==> src/hdl/vpr_defines.vh <==
`ifndef VPR_DEFINES_VH
`define VPR_DEFINES_VH

// full vector addresses of the fixed sources, top of the table downward
`define VPR_VEC_RESET 16'hFFFE
`define VPR_VEC_CLKMON 16'hFFFC
`define VPR_VEC_WDOG 16'hFFFA
`define VPR_VEC_TRAP 16'hFFF8
`define VPR_VEC_SOFT 16'hFFF6
`define VPR_VEC_NMI 16'hFFF4
`define VPR_VEC_PAGE 8'hFF

// maskable sources occupy low bytes 0x80..0xF2 in steps of two
`define VPR_LOW_MIN 8'h80
`define VPR_LOW_MAX 8'hF2
`define VPR_NUM_MASKABLE 58
`define VPR_IDX_W 6

// maskable sources with their own named local enables
`define VPR_LOW_ACC_OVF 8'hDC
`define VPR_LOW_ACC_EDGE 8'hDA
`define VPR_LOW_MOTOR_OVF 8'h96
`define VPR_LOW_LOW_VOLT 8'h8A

// register map, byte addresses on the wishbone slave
`define VPR_ADR_ELEVATION 8'h00
`define VPR_ADR_STATUS 8'h04
`define VPR_ELEVATION_RESET 8'hF2

// status register fields
`define VPR_ST_VECTOR_HI 15
`define VPR_ST_VALID 16
`define VPR_ST_RESET 17
`define VPR_ST_MASKABLE 18
`define VPR_ST_PIN 19
`define VPR_ST_POR 20
`define VPR_ST_LVR 21
`define VPR_ST_ELEV_HIT 22

`define VPR_WDOG_OFF 3'h0

`endif

==> src/hdl/vpr_prio_enc.v <==
`timescale 1ns/1ps
// finds the highest set bit; higher index means higher vector address
module vpr_prio_enc #(
    parameter N = 58,
    parameter W = 6
) (
    input wire [N-1:0] req,
    output reg found,
    output reg [W-1:0] idx
);

integer i;

always @* begin
    found = 1'b0;
    idx = {W{1'b0}};
    for (i = 0; i < N; i = i + 1) begin
        if (req[i]) begin
            found = 1'b1;
            idx = i[W-1:0];
        end
    end
end

endmodule

==> src/hdl/vpr_sync.v <==
`timescale 1ns/1ps
// two-stage synchroniser for levels arriving from pins
module vpr_sync #(
    parameter WIDTH = 1,
    parameter [WIDTH-1:0] INIT = {WIDTH{1'b0}}
) (
    input wire clk,
    input wire resetn,
    input wire [WIDTH-1:0] async_in,
    output reg [WIDTH-1:0] sync_out
);

reg [WIDTH-1:0] stage1;

always @(posedge clk or negedge resetn) begin
    if (!resetn) begin
        stage1 <= INIT;
        sync_out <= INIT;
    end else begin
        stage1 <= async_in;
        sync_out <= stage1;
    end
end

endmodule

==> src/hdl/vpr_top.v <==
`timescale 1ns/1ps
`include "vpr_defines.vh"

module vpr_top #(
    parameter NUM_SRC = `VPR_NUM_MASKABLE,
    parameter IDX_W = `VPR_IDX_W
) (
    input wire clk,
    input wire resetn,
    input wire wb_cyc_i,
    input wire wb_stb_i,
    input wire wb_we_i,
    input wire [7:0] wb_adr_i,
    input wire [3:0] wb_sel_i,
    input wire [31:0] wb_dat_i,
    output reg [31:0] wb_dat_o,
    output reg wb_ack_o,
    input wire reset_pin_n,
    input wire power_on_reset,
    input wire low_voltage_reset,
    input wire clock_monitor_fail,
    input wire clock_monitor_enable,
    input wire forced_clock_monitor_enable,
    input wire watchdog_fail,
    input wire [2:0] watchdog_rate_select,
    input wire illegal_opcode_trap,
    input wire software_interrupt,
    input wire nonmaskable_request_line,
    input wire x_mask,
    input wire i_mask,
    input wire [NUM_SRC-1:0] irq_request,
    input wire [NUM_SRC-1:0] irq_enable,
    input wire accumulator_overflow_enable,
    input wire accumulator_edge_enable,
    input wire motor_timer_overflow_enable,
    input wire low_voltage_interrupt_enable,
    output reg [15:0] vector_addr,
    output reg vector_valid,
    output reg vector_reset,
    output reg vector_maskable
);

// low byte of a maskable vector to its source index
function [IDX_W-1:0] low_to_idx;
    input [7:0] low;
    reg [7:0] diff;
    begin
        diff = low - `VPR_LOW_MIN;
        low_to_idx = diff[IDX_W:1];
    end
endfunction

// index of a maskable source back to its vector low byte
function [7:0] idx_to_low;
    input [IDX_W-1:0] idx;
    reg [7:0] wide;
    begin
        wide = {{(7-IDX_W){1'b0}}, idx, 1'b0};
        idx_to_low = wide + `VPR_LOW_MIN;
    end
endfunction

// only even codes inside the maskable range name a source
function code_ok;
    input [7:0] low;
    begin
        code_ok = !low[0] && (low >= `VPR_LOW_MIN) &&
            (low <= `VPR_LOW_MAX);
    end
endfunction

localparam [IDX_W-1:0] IDX_ACC_OVF = low_to_idx(`VPR_LOW_ACC_OVF);
localparam [IDX_W-1:0] IDX_ACC_EDGE = low_to_idx(`VPR_LOW_ACC_EDGE);
localparam [IDX_W-1:0] IDX_MOTOR_OVF = low_to_idx(`VPR_LOW_MOTOR_OVF);
localparam [IDX_W-1:0] IDX_LOW_VOLT = low_to_idx(`VPR_LOW_LOW_VOLT);

// the reset pin is the only input from outside the clock domain
wire pin_reset_n_sync;

vpr_sync #(
    .WIDTH(1),
    .INIT(1'b1)
) u_pin_sync (
    .clk(clk),
    .resetn(resetn),
    .async_in(reset_pin_n),
    .sync_out(pin_reset_n_sync)
);

reg [7:0] priority_elevation_register;
reg [NUM_SRC-1:0] local_enable;
reg [NUM_SRC-1:0] maskable_pending;
wire enc_found;
wire [IDX_W-1:0] enc_idx;
wire [IDX_W-1:0] elev_idx;
wire elev_hit;
wire pin_reset;
wire group_reset;
wire clkmon_req;
wire wdog_req;
wire nmi_req;
reg [15:0] next_vector;
reg next_valid;
reg next_reset;
reg next_maskable;
reg [IDX_W-1:0] pick_idx;

assign pin_reset = !pin_reset_n_sync;

// three reset causes share one vector and ignore every mask
assign group_reset = pin_reset | power_on_reset |
    low_voltage_reset;

// enabled only by their own module settings, never by the condition code
assign clkmon_req = clock_monitor_fail &
    (clock_monitor_enable | forced_clock_monitor_enable);
assign wdog_req = watchdog_fail &
    (watchdog_rate_select != `VPR_WDOG_OFF);

// X is the only mask of the nonmaskable line
assign nmi_req = nonmaskable_request_line & !x_mask;

// named enables replace the generic enable bit at their own index
always @* begin
    local_enable = irq_enable;
    local_enable[IDX_ACC_OVF] = accumulator_overflow_enable;
    local_enable[IDX_ACC_EDGE] = accumulator_edge_enable;
    local_enable[IDX_MOTOR_OVF] = motor_timer_overflow_enable;
    local_enable[IDX_LOW_VOLT] = low_voltage_interrupt_enable;
end

// the I bit gates every maskable source at once
always @* begin
    if (i_mask) begin
        maskable_pending = {NUM_SRC{1'b0}};
    end else begin
        maskable_pending = irq_request & local_enable;
    end
end

vpr_prio_enc #(
    .N(NUM_SRC),
    .W(IDX_W)
) u_enc (
    .req(maskable_pending),
    .found(enc_found),
    .idx(enc_idx)
);

// an elevated source wins only among maskables, others keep order
assign elev_idx = low_to_idx(priority_elevation_register);
assign elev_hit = code_ok(priority_elevation_register) &&
    maskable_pending[elev_idx];

always @* begin
    if (elev_hit) begin
        pick_idx = elev_idx;
    end else begin
        pick_idx = enc_idx;
    end
end

// winner classes, top of the table downward
localparam [2:0] WIN_NONE = 3'h0;
localparam [2:0] WIN_RESET = 3'h1;
localparam [2:0] WIN_CLKMON = 3'h2;
localparam [2:0] WIN_WDOG = 3'h3;
localparam [2:0] WIN_TRAP = 3'h4;
localparam [2:0] WIN_SOFT = 3'h5;
localparam [2:0] WIN_NMI = 3'h6;
localparam [2:0] WIN_MASK = 3'h7;

reg [2:0] winner;

// fixed order from the top vector downward
always @* begin
    if (group_reset) begin
        winner = WIN_RESET;
    end else if (clkmon_req) begin
        winner = WIN_CLKMON;
    end else if (wdog_req) begin
        winner = WIN_WDOG;
    end else if (illegal_opcode_trap) begin
        winner = WIN_TRAP;
    end else if (software_interrupt) begin
        winner = WIN_SOFT;
    end else if (nmi_req) begin
        winner = WIN_NMI;
    end else if (elev_hit || enc_found) begin
        winner = WIN_MASK;
    end else begin
        winner = WIN_NONE;
    end
end

// the class picks vector and flags, with pick_idx giving the maskable low byte, so the order lives in one place
always @* begin
    next_vector = 16'h0000;
    next_valid = 1'b1;
    next_reset = 1'b0;
    next_maskable = 1'b0;
    case (winner)
        WIN_RESET: begin
            next_vector = `VPR_VEC_RESET;
            next_reset = 1'b1;
        end
        WIN_CLKMON: begin
            next_vector = `VPR_VEC_CLKMON;
            next_reset = 1'b1;
        end
        WIN_WDOG: begin
            next_vector = `VPR_VEC_WDOG;
            next_reset = 1'b1;
        end
        WIN_TRAP: begin
            next_vector = `VPR_VEC_TRAP;
        end
        WIN_SOFT: begin
            next_vector = `VPR_VEC_SOFT;
        end
        WIN_NMI: begin
            next_vector = `VPR_VEC_NMI;
        end
        WIN_MASK: begin
            next_vector = {`VPR_VEC_PAGE, idx_to_low(pick_idx)};
            next_maskable = 1'b1;
        end
        default: begin
            next_valid = 1'b0;
        end
    endcase
end

// registered so the core sees a stable vector one cycle after the request
always @(posedge clk or negedge resetn) begin
    if (!resetn) begin
        vector_addr <= 16'h0000;
        vector_valid <= 1'b0;
        vector_reset <= 1'b0;
        vector_maskable <= 1'b0;
    end else begin
        vector_addr <= next_vector;
        vector_valid <= next_valid;
        vector_reset <= next_reset;
        vector_maskable <= next_maskable;
    end
end

// wishbone slave: one wait state, ack drops in the cycle after it rose
wire bus_req;
wire bus_write;
reg [31:0] next_rdata;

assign bus_req = wb_cyc_i & wb_stb_i & !wb_ack_o;
assign bus_write = bus_req & wb_we_i;

always @* begin
    next_rdata = 32'h00000000;
    case (wb_adr_i)
        `VPR_ADR_ELEVATION: begin
            next_rdata[7:0] = priority_elevation_register;
        end
        `VPR_ADR_STATUS: begin
            next_rdata[`VPR_ST_VECTOR_HI:0] = vector_addr;
            next_rdata[`VPR_ST_VALID] = vector_valid;
            next_rdata[`VPR_ST_RESET] = vector_reset;
            next_rdata[`VPR_ST_MASKABLE] = vector_maskable;
            // raw causes only; software still asks the reset generator
            next_rdata[`VPR_ST_PIN] = pin_reset;
            next_rdata[`VPR_ST_POR] = power_on_reset;
            next_rdata[`VPR_ST_LVR] = low_voltage_reset;
            next_rdata[`VPR_ST_ELEV_HIT] = elev_hit;
        end
        default: begin
            next_rdata = 32'h00000000;
        end
    endcase
end

always @(posedge clk or negedge resetn) begin
    if (!resetn) begin
        wb_ack_o <= 1'b0;
        wb_dat_o <= 32'h00000000;
        priority_elevation_register <= `VPR_ELEVATION_RESET;
    end else begin
        wb_ack_o <= bus_req;
        if (bus_req && !wb_we_i) begin
            wb_dat_o <= next_rdata;
        end else begin
            wb_dat_o <= 32'h00000000;
        end
        // any code written with byte lane 0 selected is stored; an unusable one elevates nothing
        if (bus_write && wb_sel_i[0] &&
            wb_adr_i == `VPR_ADR_ELEVATION) begin
            priority_elevation_register <= wb_dat_i[7:0];
        end
    end
end

endmodule

==> config.mk <==
export PLATFORM = sky130hd
export DESIGN_NAME = vpr_top
export DESIGN_NICKNAME = d
export VERILOG_FILES = /design/src/hdl/vpr_prio_enc.v /design/src/hdl/vpr_sync.v /design/src/hdl/vpr_top.v
export VERILOG_INCLUDE_DIRS = /design/src /design/src/hdl
export SDC_FILE = /design/constraint.sdc
export NUM_CORES = 1
export LEC_CHECK = 0
export ABC_CLOCK_PERIOD_IN_PS = 7000
export BUFFER_PORTS_ARGS = -buffer_cell sky130_fd_sc_hd__buf_2
export CAP_MARGIN = 20
export CORE_UTILIZATION = 35
export DETAILED_ROUTE_END_ITERATION = 8
export GPL_TIMING_DRIVEN = 0
export HOLD_SLACK_MARGIN = 0.15
export PLACE_DENSITY = 0.74
export SKIP_CTS_REPAIR_TIMING = 1
export SLEW_MARGIN = 40
export SYNTH_ARGS = -nofsm -noshare
export SYNTH_HDL_FRONTEND = slang
export SYNTH_SLANG_ARGS = --single-unit
==> constraint.sdc <==
create_clock -name clk -period 7 [get_ports clk]
set_input_delay 1.4 -clock clk [delete_from_list [all_inputs] [get_ports clk]]
set_output_delay 1.4 -clock clk [all_outputs]
set_load 0.02 [all_outputs]
==> impl_metrics.py, run 1 <==
metrics = {
    "logic_synthesis": {
        "yosysWarnings": 0,
        "yosysTopAreaCell": "dfrtp_1",
        "synth_compound_area_share_pct": 28.77,
        "synthMuxAreaShare_pct": 11.47,
        "synth_area_leaders": "dfrtp_1 22%, nand2_1 8.9%, buf_4 5.6%, dfstp_2 5.5%, a22oi_1 4.0%",
        "ys_top_cells_by_count": "79 x nand2_1, 30 x dfrtp_1, 25 x buf_4, 22 x a21oi_1, 22 x nand3_1",
        "synth-simple-area-share_pct": 22.16,
        "ys_seq_elements": 37,
        "yosysSeqAreaShare_pct": 27.91,
        "ys_types": 57,
        "syn_area_per_cell_sq_um": 8.107,
        "syn-cell-area_sq_um": 3348,
        "synth_most_common_cell": "nand2_1",
        "synth_edf_count": 0,
        "yosysTopAreaCellShare_pct": 22.42,
        "synthXorXnorAreaFrac_pct": 0,
        "ys.flop_type": "dfrtp_1",
        "synthCells": 413,
        "async_flop_share_pct": 100.0,
        "synth_top_family_by_area": "compound AO/OA/AOI/OAI gates",
        "synth_fa_ha_area_share_pct": 0,
    },
    "sta": {
        "setup_ws_ns": 3.307,
        "finalMaxSlewViolations": 0,
        "relSlewSlack_pct": 52.62,
        "setup_violations": 0,
        "worst_pin_slew_ns": 0.7069,
        "rsz0062_at_grt": "false",
        "fin_crit_sh_pct": 52.76,
        "fin_setup_tns_ns": 0,
        "clock.fmax_mhz": 270.7,
        "min_period_ns": 3.693,
        "timing.hold.ws_ns": 0.3557,
        "skew_ns": 0.007891,
        "hold_viol": 0,
    },
    "global_route": {
        "antenna_found_initial": 0,
        "grt_pass1_wl_um": 18620,
        "grt_max_degree": 38,
        "grt_pass1_vias": 3880,
        "grt.total_usage_pct": 23.45,
        "grt-ovfl-total": 0,
    },
    "power_and_ir_drop": {
        "leakage_nw": 2.254,
        "pwr-share-comb_pct": 32.1,
        "peakVddDrop_mv": 0.06006,
        "power.total_w": 0.0005241,
        "power_frac_clock_pct": 26.4,
        "pwr-share-seq_pct": 41.5,
        "swShare_pct": 31.21,
        "p_int_w": 0.0003606,
        "switchingPower_w": 0.0001636,
        "p_per_area_nw_per_um2": 114.0,
    },
    "detailed_routing": {
        "num_vias": 4034,
        "drt_iter0_markers": 229,
        "drt_drc_violations_left": 0,
        "drt_pass1_iterations": 5,
        "routed_via_density": 5.364,
        "wire_per_inst_um": 15.79,
        "drtAntennaViolNets": 0,
        "routed_wl_um": 11870,
    },
    "critical_path": {
        "worstSetupStartpointType": "primary input",
        "crit_chain": "buf_2, buf_2, clkbuf_1, buf_1, a41oi_1, a2111oi_1, o211ai_1, o311a_1",
        "cp_max_fo": 10,
        "critPathKind": "in -> reg",
        "critical_path_required_ns": 7.17,
        "critPathMaxStageDelay_ns": 0.71,
        "cp_slowest_cell": "a2111oi_1",
        "critPathTopFamily": "buffers and inverters",
        "cp.arrival_ns": 3.86,
        "end_kind": "register",
        "cp_common_cell": "buf_2",
        "crit_buf_inv": 4,
    },
    "worst_hold_path": {
        "hold_class": "reg -> reg",
    },
    "placement": {
        "routabilityCongestion": 0.9011,
        "dpl-instance-area_sq_um": 4516,
        "port_buffers": 193,
        "dpl_worst_slack_ns": 3.074,
        "dp_hpwl_um": 9781,
    },
    "outcome": {
        "status": "complete, no violations",
    },
    "cells_and_area": {
        "layout-drive-gt1-share_pct": 41.57,
        "final_cell_area_sq_um": 4599,
        "nNetsFinal": 806,
        "fillers": 913,
        "area_growth_pct": 37.37,
        "n_antenna_cell": 0,
    },
    "die": {
        "fp.dieH_um": 99.81,
        "num_rows": 35,
        "core_area_sq_um": 9240,
        "die_area_sq_um": 9961,
        "start_util_pct": 36.24,
        "io_pins": 236,
        "die_w_um": 99.81,
    },
    "clock_tree": {
        "cts_max_path_buffers": 2,
        "clk_pin_slew_ns": 0.07,
        "root_buffer": "clkbuf_8",
        "cts_tree": "built",
        "cts_made_buffers": 5,
        "clkSinkCount": 37,
        "clk-insertion-delay-late_ns": 0.28,
        "cts_max_level": 2,
    },
    "job": {
        "maxCapViolCount": 0,
    },
}
[path summary, 6_finish.rpt]
path	from	to	slack, ns	depth (start not counted)
worst max-delay path	i_mask	vector_addr[1]	3.31	8
worst min-delay path	u_pin_sync.stage1	u_pin_sync.sync_out	0.36	0
worst max register to register	priority_elevation_register[1]	vector_addr[3]	4.12	9
worst min register to register	u_pin_sync.stage1	u_pin_sync.sync_out	0.36	0
max in group asynchronous	resetn	priority_elevation_register[7]	5.58	1
min in group asynchronous	resetn	priority_elevation_register[0]	1.06	1
[cell type report]
type	count	area (sq um)	share of cell area [%]
Buffer	41	262.8	5.713
Inverter	14	57.56	1.251
Timing Repair Buffer	193	968.4	21.06
Tap cell	129	161.4	3.509
Multi-Input combinational cell	330	2133	46.38
Clock inverter	1	5.005	0.1088
Clock buffer	7	76.32	1.659
Sequential cell	37	934.6	20.32
[flip-flops by register name (all words and copies together), names as in the netlist]
name                         flops
vector_addr                      7
u_pin_sync.stage1                1
wb_dat_o                        16
u_pin_sync.sync_out              1
priority_elevation_register      8
vector_maskable                  1
vector_reset                     1
vector_valid                     1
wb_ack_o                         1
[stage by stage]
| stage | instances | util [%] |
|---|---|---|
| 4_1_cts | 752 | 49.75 |
| 2_1_floorplan | 422 | - |
| 5_1_grt | 752 | 49.78 |
| 3_3_place_gp | 744 | 48.80 |
| 6_report | 752 | 49.78 |
| 3_5_place_dp | 744 | 48.87 |
[cells by family after synthesis]
logic type / after synthesis
AND/OR/NAND/NOR: 163
flip-flops: 37
buffers and inverters: 55
other: 1
AO/OA/AOI/OAI: 131
multiplexers: 26
[power by group through the flow]
stage / registers, W / logic (W) / clock network (W)
floorplan: 0.000223 / 0.0000842 / 0
detailed placement: 0.000222 / 0.000166 / 0
global placement: 0.000222 / 0.000162 / 0
finish: 0.000218 / 0.000168 / 0.000138
global route: 0.000218 / 0.000185 / 0.000152
CTS: 0.000218 / 0.000167 / 0.000143
[placed cells by master (no fill, tap or decap), types with 3 or more instances in the layout]
master	count
mux4_2	5
mux2_2	6
buf_4	26
clkbuf_8	5
clkbuf_1	9
mux4_1	3
o211ai_1	9
o2111ai_1	4
nand2b_1	3
dfstp_2	7
o21ai_0	21
nor3_1	8
a32o_1	4
nor2b_1	5
a21oi_1	22
conb_1	10
buf_2	198
mux2i_1	11
nor4_1	6
nand4_1	5
inv_1	13
nor2_1	20
a41oi_1	12
a22oi_1	18
dfrtp_1	30
o31a_1	3
a31oi_1	4
nand2_1	79
nand3_1	22
a211oi_1	5
and2_1	8
[layer usage]
metal	vias to the layer above	part of all wire (%)	global-route usage, %
li1	1950	-	-
met1	1852	42	28.56
met2	209	49	42.81
met3	23	6.3	2.507
met4	0	2.0	8.145
met5	-	0	0
(Power assumes the default switching activity.)
==> run 2, diff against run 1 <==
Settings changed: ABC_AREA from default to 1, ABC_CLOCK_PERIOD_IN_PS 7000 to 3700, PLACE_DENSITY 0.74 to 0.73.
Clock period 7 ns to 3.7 ns, I/O delays scaled along.
==> run 2 against run 1 <==
Against the previous run:
- the run now ends with setup timing left
- sequential cell count did not move
- sequential power rose by 90%
- synthesized cell count rose by 22%
- power rose by 120%
- critical path type unchanged
- critical endpoint unchanged
- largest power group unchanged
==> impl_metrics.py, run 2 <==
metrics = {
    "critical_path": {
        "reg2reg_setup_slack_ns": 0.21,
        "cp_slowest_cell": "nor2_4",
        "critPathMaxStageDelay_ns": 0.11,
        "cp.arrival_ns": 3.96,
        "cp_common_cell": "nand2_1",
        "cp_max_fo": 2,
        "critical_path_required_ns": 3.92,
        "r2r_cells": 18,
        "worstSetupStartpointType": "primary input",
        "end_kind": "register",
        "r2r_end": "vector_addr[6]",
        "critPathKind": "in -> reg",
        "r2r-start": "priority_elevation_register[1]",
    },
    "sta": {
        "finalMaxSlewViolations": 0,
        "clock.fmax_mhz": 267.5,
        "rsz0062_at_grt": "true",
        "worst_pin_slew_ns": 0.5848,
        "fin_setup_tns_ns": -0.03887,
        "setup_ws_ns": -0.03887,
        "relSlewSlack_pct": 60.65,
        "setup_violations": 1,
        "min_period_ns": 3.739,
        "fin_crit_sh_pct": 101.1,
        "hold_viol": 0,
        "skew_ns": 0.008524,
    },
    "die": {
        "die_w_um": 102.4,
        "io_pins": 236,
        "die_area_sq_um": 10490,
        "core_area_sq_um": 9774,
        "start_util_pct": 36.11,
        "num_rows": 36,
        "fp.dieH_um": 102.4,
    },
    "global_route": {
        "grt.total_usage_pct": 22.25,
        "grt-ovfl-total": 0,
        "grt_max_degree": 38,
        "grt_pass1_wl_um": 18040,
        "grt_pass1_vias": 3962,
        "antenna_found_initial": 0,
    },
    "power_and_ir_drop": {
        "power.total_w": 0.001130,
        "pwr-share-comb_pct": 34.0,
        "leakage_nw": 2.822,
        "power_frac_clock_pct": 29.3,
        "swShare_pct": 30.74,
        "pwr-share-seq_pct": 36.6,
        "p_per_area_nw_per_um2": 218.3,
        "peakVddDrop_mv": 0.1962,
        "switchingPower_w": 0.0003475,
        "p_int_w": 0.0007829,
    },
    "cells_and_area": {
        "layout-drive-gt1-share_pct": 46.99,
        "final_cell_mix": "190 x buf_2, 104 x nand2_1, 58 x nor2_1, 43 x buf_4, 37 x inv_1",
        "final_common_cell": "buf_2",
        "final_cell_area_sq_um": 5177,
        "final_cells": 865,
        "largest-register": "wb_dat_o",
        "n_antenna_cell": 0,
        "largest_reg_flops": 16,
        "area_growth_pct": 46.69,
        "largestRegisters": "wb_dat_o x16, priority_elevation_register x8, vector_addr x7",
        "nNetsFinal": 915,
    },
    "logic_synthesis": {
        "synthCells": 503,
        "yosysTopAreaCellShare_pct": 21.27,
        "ys.flop_type": "dfrtp_1",
        "syn_area_per_cell_sq_um": 7.017,
        "yosysTopAreaCell": "dfrtp_1",
        "yosysWarnings": 0,
        "ys_types": 44,
        "async_flop_share_pct": 100.0,
        "ys_top_cells_by_count": "109 x nand2_1, 63 x nor2_1, 38 x inv_1, 34 x o21ai_0",
        "ys_seq_elements": 37,
        "synth_most_common_cell": "nand2_1",
        "syn-cell-area_sq_um": 3530,
        "yosysSeqAreaShare_pct": 26.48,
        "synth_area_leaders": "dfrtp_1 21%, nand2_1 12%, nand3_2 8.5%, nor2_1 6.7%, buf_4 5.3%",
        "synth_edf_count": 0,
    },
    "outcome": {
        "violations": "setup timing",
        "status": "finished, violations left",
    },
    "job": {
        "maxCapViolCount": 0,
    },
    "clock_tree": {
        "clk-insertion-delay-late_ns": 0.28,
        "cts_tree": "built",
        "clkSinkCount": 37,
        "cts_made_buffers": 5,
        "root_buffer": "clkbuf_8",
        "clk_pin_slew_ns": 0.07,
        "cts_max_level": 2,
        "cts_max_path_buffers": 2,
    },
    "detailed_routing": {
        "drt_pass1_iterations": 5,
        "routed_via_density": 4.943,
        "num_vias": 4276,
        "drt_iter0_markers": 117,
        "drtAntennaViolNets": 0,
        "routed_wl_um": 12310,
        "drt_drc_violations_left": 0,
        "wire_per_inst_um": 14.23,
    },
    "worst_hold_path": {
        "min_to": "u_pin_sync.sync_out",
        "holdCritStartpoint": "u_pin_sync.stage1",
        "hold_class": "reg -> reg",
        "hold_depth": 0,
    },
    "placement": {
        "dpl-instance-area_sq_um": 4701,
        "routabilityCongestion": 0.8812,
        "dp_hpwl_um": 9707,
        "port_buffers": 194,
        "placedCellCount": 839,
    },
}
-- run 2: layout make-up --
type,instances,area [sq um]
buffer,40,364.1
clock buffer,6,72.57
clock inverter,2,35.03
fill,972,4597
inverter,48,195.2
multi-input combinational,385,2218
sequential,37,935.9
tap,133,166.4
timing repair buffer,214,1190
-- run 2: per-layer routing --
metal	GRT usage (%)	vias up	share of wire, %	wire [um]
met3	1.368	14	5.3	649
met2	42.41	176	52	6342
met4	6.923	0	1.4	178
met5	0	-	0	0
li1	-	2129	-	-
met1	26.35	1957	42	5139
-- run 2: kinds of logic after synthesis --
| logic type | synth area share [%] |
|---|---|
| mux | 0.3190 |
| flops | 26.48 |
| buf+inv | 15.03 |
| compound gates | 18.29 |
| other cells | 0.1062 |
| simple gates | 39.77 |
-- run 2: power by group through the flow --
stage          clock, W  sequential (W)  combinational [W]
6_report       0.000332        0.000414           0.000385
5_1_grt        0.000349        0.000415           0.000425
4_1_cts        0.000336        0.000414           0.000347
3_5_place_dp          0        0.000421           0.000346
3_3_place_gp          0        0.000421           0.000342
2_1_floorplan         0        0.000425           0.000193
-- run 2: worst max-delay path by stage --
stage                                              start             end  slack, ns
after global placement                            i_mask  vector_addr[3]      -0.46
after global routing                       irq_enable[1]  vector_addr[1]      -0.50
final                                      irq_enable[1]  vector_addr[1]      -0.04
after detailed placement                          i_mask  vector_addr[3]      -0.48
after floorplan                                   i_mask  vector_addr[1]       0.22
after CTS                 priority_elevation_register[2]  vector_addr[3]      -0.40
-- run 2: stage by stage --
stage | hold slack (ns) | utilization [%] | setup slack [ns]
2_1_floorplan | 0.3452 | - | 0.2201
3_3_place_gp | 0.3473 | 48.09 | -0.4620
3_5_place_dp | 0.3472 | 48.09 | -0.4766
4_1_cts | 0.3572 | 49.19 | -0.3975
5_1_grt | 0.3616 | 52.97 | -0.4966
6_report | 0.3586 | 52.97 | -0.03887
-- run 2: critical path: cells and delay by family --
kind                   cells  cell delay (ns)
buffers and inverters      1             0.07
and+or+nand+nor           60             3.13
==> run 3, diff against run 2 <==
Settings changed: CORE_UTILIZATION 35 to 43, PLACE_DENSITY 0.73 to 0.86.
==> run 3 against run 2 <==
Against the previous run:
- the run still ends with setup timing left
- combinational power up 7.8%
- routed wire length down 0.13%
- critical path type unchanged
- clock power about the same
- clock-buffer cell count unchanged
- maximum frequency down 5.2%
- sequential power about the same
- design area up 4.2%
==> impl_metrics.py, run 3 (synthesis results as in run 2) <==
metrics = {
    "detailed_routing": {
        "routed_via_density": 5.112,
        "routed_wl_um": 12290,
        "wire_per_inst_um": 14.46,
        "drt_drc_violations_left": 0,
        "drt_iter0_markers": 153,
        "num_vias": 4345,
        "drt_pass1_iterations": 4,
        "drtAntennaViolNets": 0,
    },
    "sta": {
        "hold_viol": 0,
        "fin_crit_sh_pct": 106.6,
        "fin_setup_tns_ns": -1.337,
        "skew_ns": 0.006410,
        "rsz0062_at_grt": "true",
        "finalMaxSlewViolations": 0,
        "timing.hold.ws_ns": 0.3583,
        "clock.fmax_mhz": 253.6,
        "setup_ws_ns": -0.2432,
        "min_period_ns": 3.943,
        "setup_violations": 8,
        "worst_pin_slew_ns": 0.5359,
        "relSlewSlack_pct": 63.95,
    },
    "critical_path": {
        "end_kind": "register",
        "reg2reg_setup_slack_ns": 0.20,
        "worstSetupStartpointType": "primary input",
        "critical_path_required_ns": 3.90,
        "cp_slowest_cell": "a31oi_1",
        "critPathMaxStageDelay_ns": 0.21,
        "critPathKind": "in -> reg",
        "cp.arrival_ns": 4.14,
        "cp_max_fo": 6,
        "cp_common_cell": "buf_12",
    },
    "outcome": {
        "status": "finished, violations left",
        "violations": "setup timing",
    },
    "global_route": {
        "grt-ovfl-total": 0,
        "grt.total_usage_pct": 27.13,
        "grt_max_degree": 38,
        "grt_pass1_vias": 4054,
        "grt_pass1_wl_um": 18480,
        "antenna_found_initial": 0,
    },
    "die": {
        "start_util_pct": 44.98,
        "num_rows": 32,
        "die_area_sq_um": 8575,
        "core_area_sq_um": 7848,
        "die_w_um": 92.60,
        "fp.dieH_um": 92.60,
        "io_pins": 236,
    },
    "cells_and_area": {
        "layout-drive-gt1-share_pct": 49.06,
        "post-route-util_pct": 68.75,
        "n_antenna_cell": 0,
        "largest-register": "wb_dat_o",
        "largestRegisters": "wb_dat_o x16, priority_elevation_register x8, vector_addr x7",
        "final_common_cell": "buf_2",
        "final_cells": 850,
        "largest_reg_flops": 16,
        "final_cell_area_sq_um": 5395,
        "nNetsFinal": 931,
        "area_growth_pct": 52.85,
        "final_cell_mix": "191 x buf_2, 106 x nand2_1, 56 x nor2_1, 51 x buf_4, 37 x inv_1",
    },
    "placement": {
        "routabilityCongestion": 0.8921,
        "dp_hpwl_um": 9482,
        "port_buffers": 194,
        "dpl-instance-area_sq_um": 4662,
        "placedCellCount": 808,
    },
    "power_and_ir_drop": {
        "leakage_nw": 2.934,
        "peakVddDrop_mv": 0.1226,
        "p_per_area_nw_per_um2": 215.0,
    },
    "clock_tree": {
        "cts_max_path_buffers": 2,
        "root_buffer": "clkbuf_8",
        "clk-insertion-delay-late_ns": 0.29,
        "cts_made_buffers": 5,
        "clk_pin_slew_ns": 0.06,
        "cts_tree": "built",
        "cts_max_level": 2,
        "clkSinkCount": 37,
    },
    "worst_hold_path": {
        "hold_class": "reg -> reg",
    },
    "job": {
        "maxCapViolCount": 0,
    },
}
## run 3: cell count changes in the layout (fill, tap and decap cells not counted), sizes merged
cell | before | now
clkbuf | 16 | 13
buf | 244 | 263
inv | 45 | 44
clkinv | 3 | 4
## run 3: per-stage QoR
step | total power, W | setup WS (ns)
finish | 0.001160 | -0.2432
detailed placement | 0.0007644 | -0.5395
CTS | 0.001088 | -0.3561
floorplan | 0.0006179 | 0.2201
global placement | 0.0007575 | -0.4089
global route | 0.001223 | -0.5677
## run 3: final timing paths
kind | from | to | cells after the start
setup reg to reg | priority_elevation_register[1] | vector_addr[1] | 17
min in group asynchronous | resetn | wb_dat_o[21] | 1
max in group asynchronous | resetn | priority_elevation_register[6] | 1
hold reg to reg | u_pin_sync.stage1 | u_pin_sync.sync_out | 0
setup / recovery | i_mask | vector_addr[2] | 28
hold / removal | u_pin_sync.stage1 | u_pin_sync.sync_out | 0
## run 3: area by class of cell
type / count / area (sq um)
sequential: 37 / 935.9
multi-input combinational: 385 / 2302
tap: 102 / 127.6
fill: 683 / 2452
timing repair buffer: 230 / 1364
clock buffer: 6 / 72.57
inverter: 48 / 202.7
clock inverter: 2 / 35.03
buffer: 40 / 355.3
## run 3: power breakdown
part	internal [W]	switching, W
Clock	0.000200	0.000131
Combinational	0.000192	0.000223
Sequential	0.000411	0.00000361
Total	0.000803	0.000357
## run 3: critical path: cells and delay by family
kind | cells | cell delay, ns
and+or+nand+nor | 5 | 0.49
buffers and inverters | 9 | 1.00
AOI/OAI and AO/OA | 14 | 1.90
## run 3: per-layer routing
layer	global-route usage [%]	up-vias	routed length, um
met5	0	-	0
met4	8.464	0	290
met3	3.038	23	799
met2	52.65	190	6495
met1	30.46	1972	4708
li1	-	2160	-
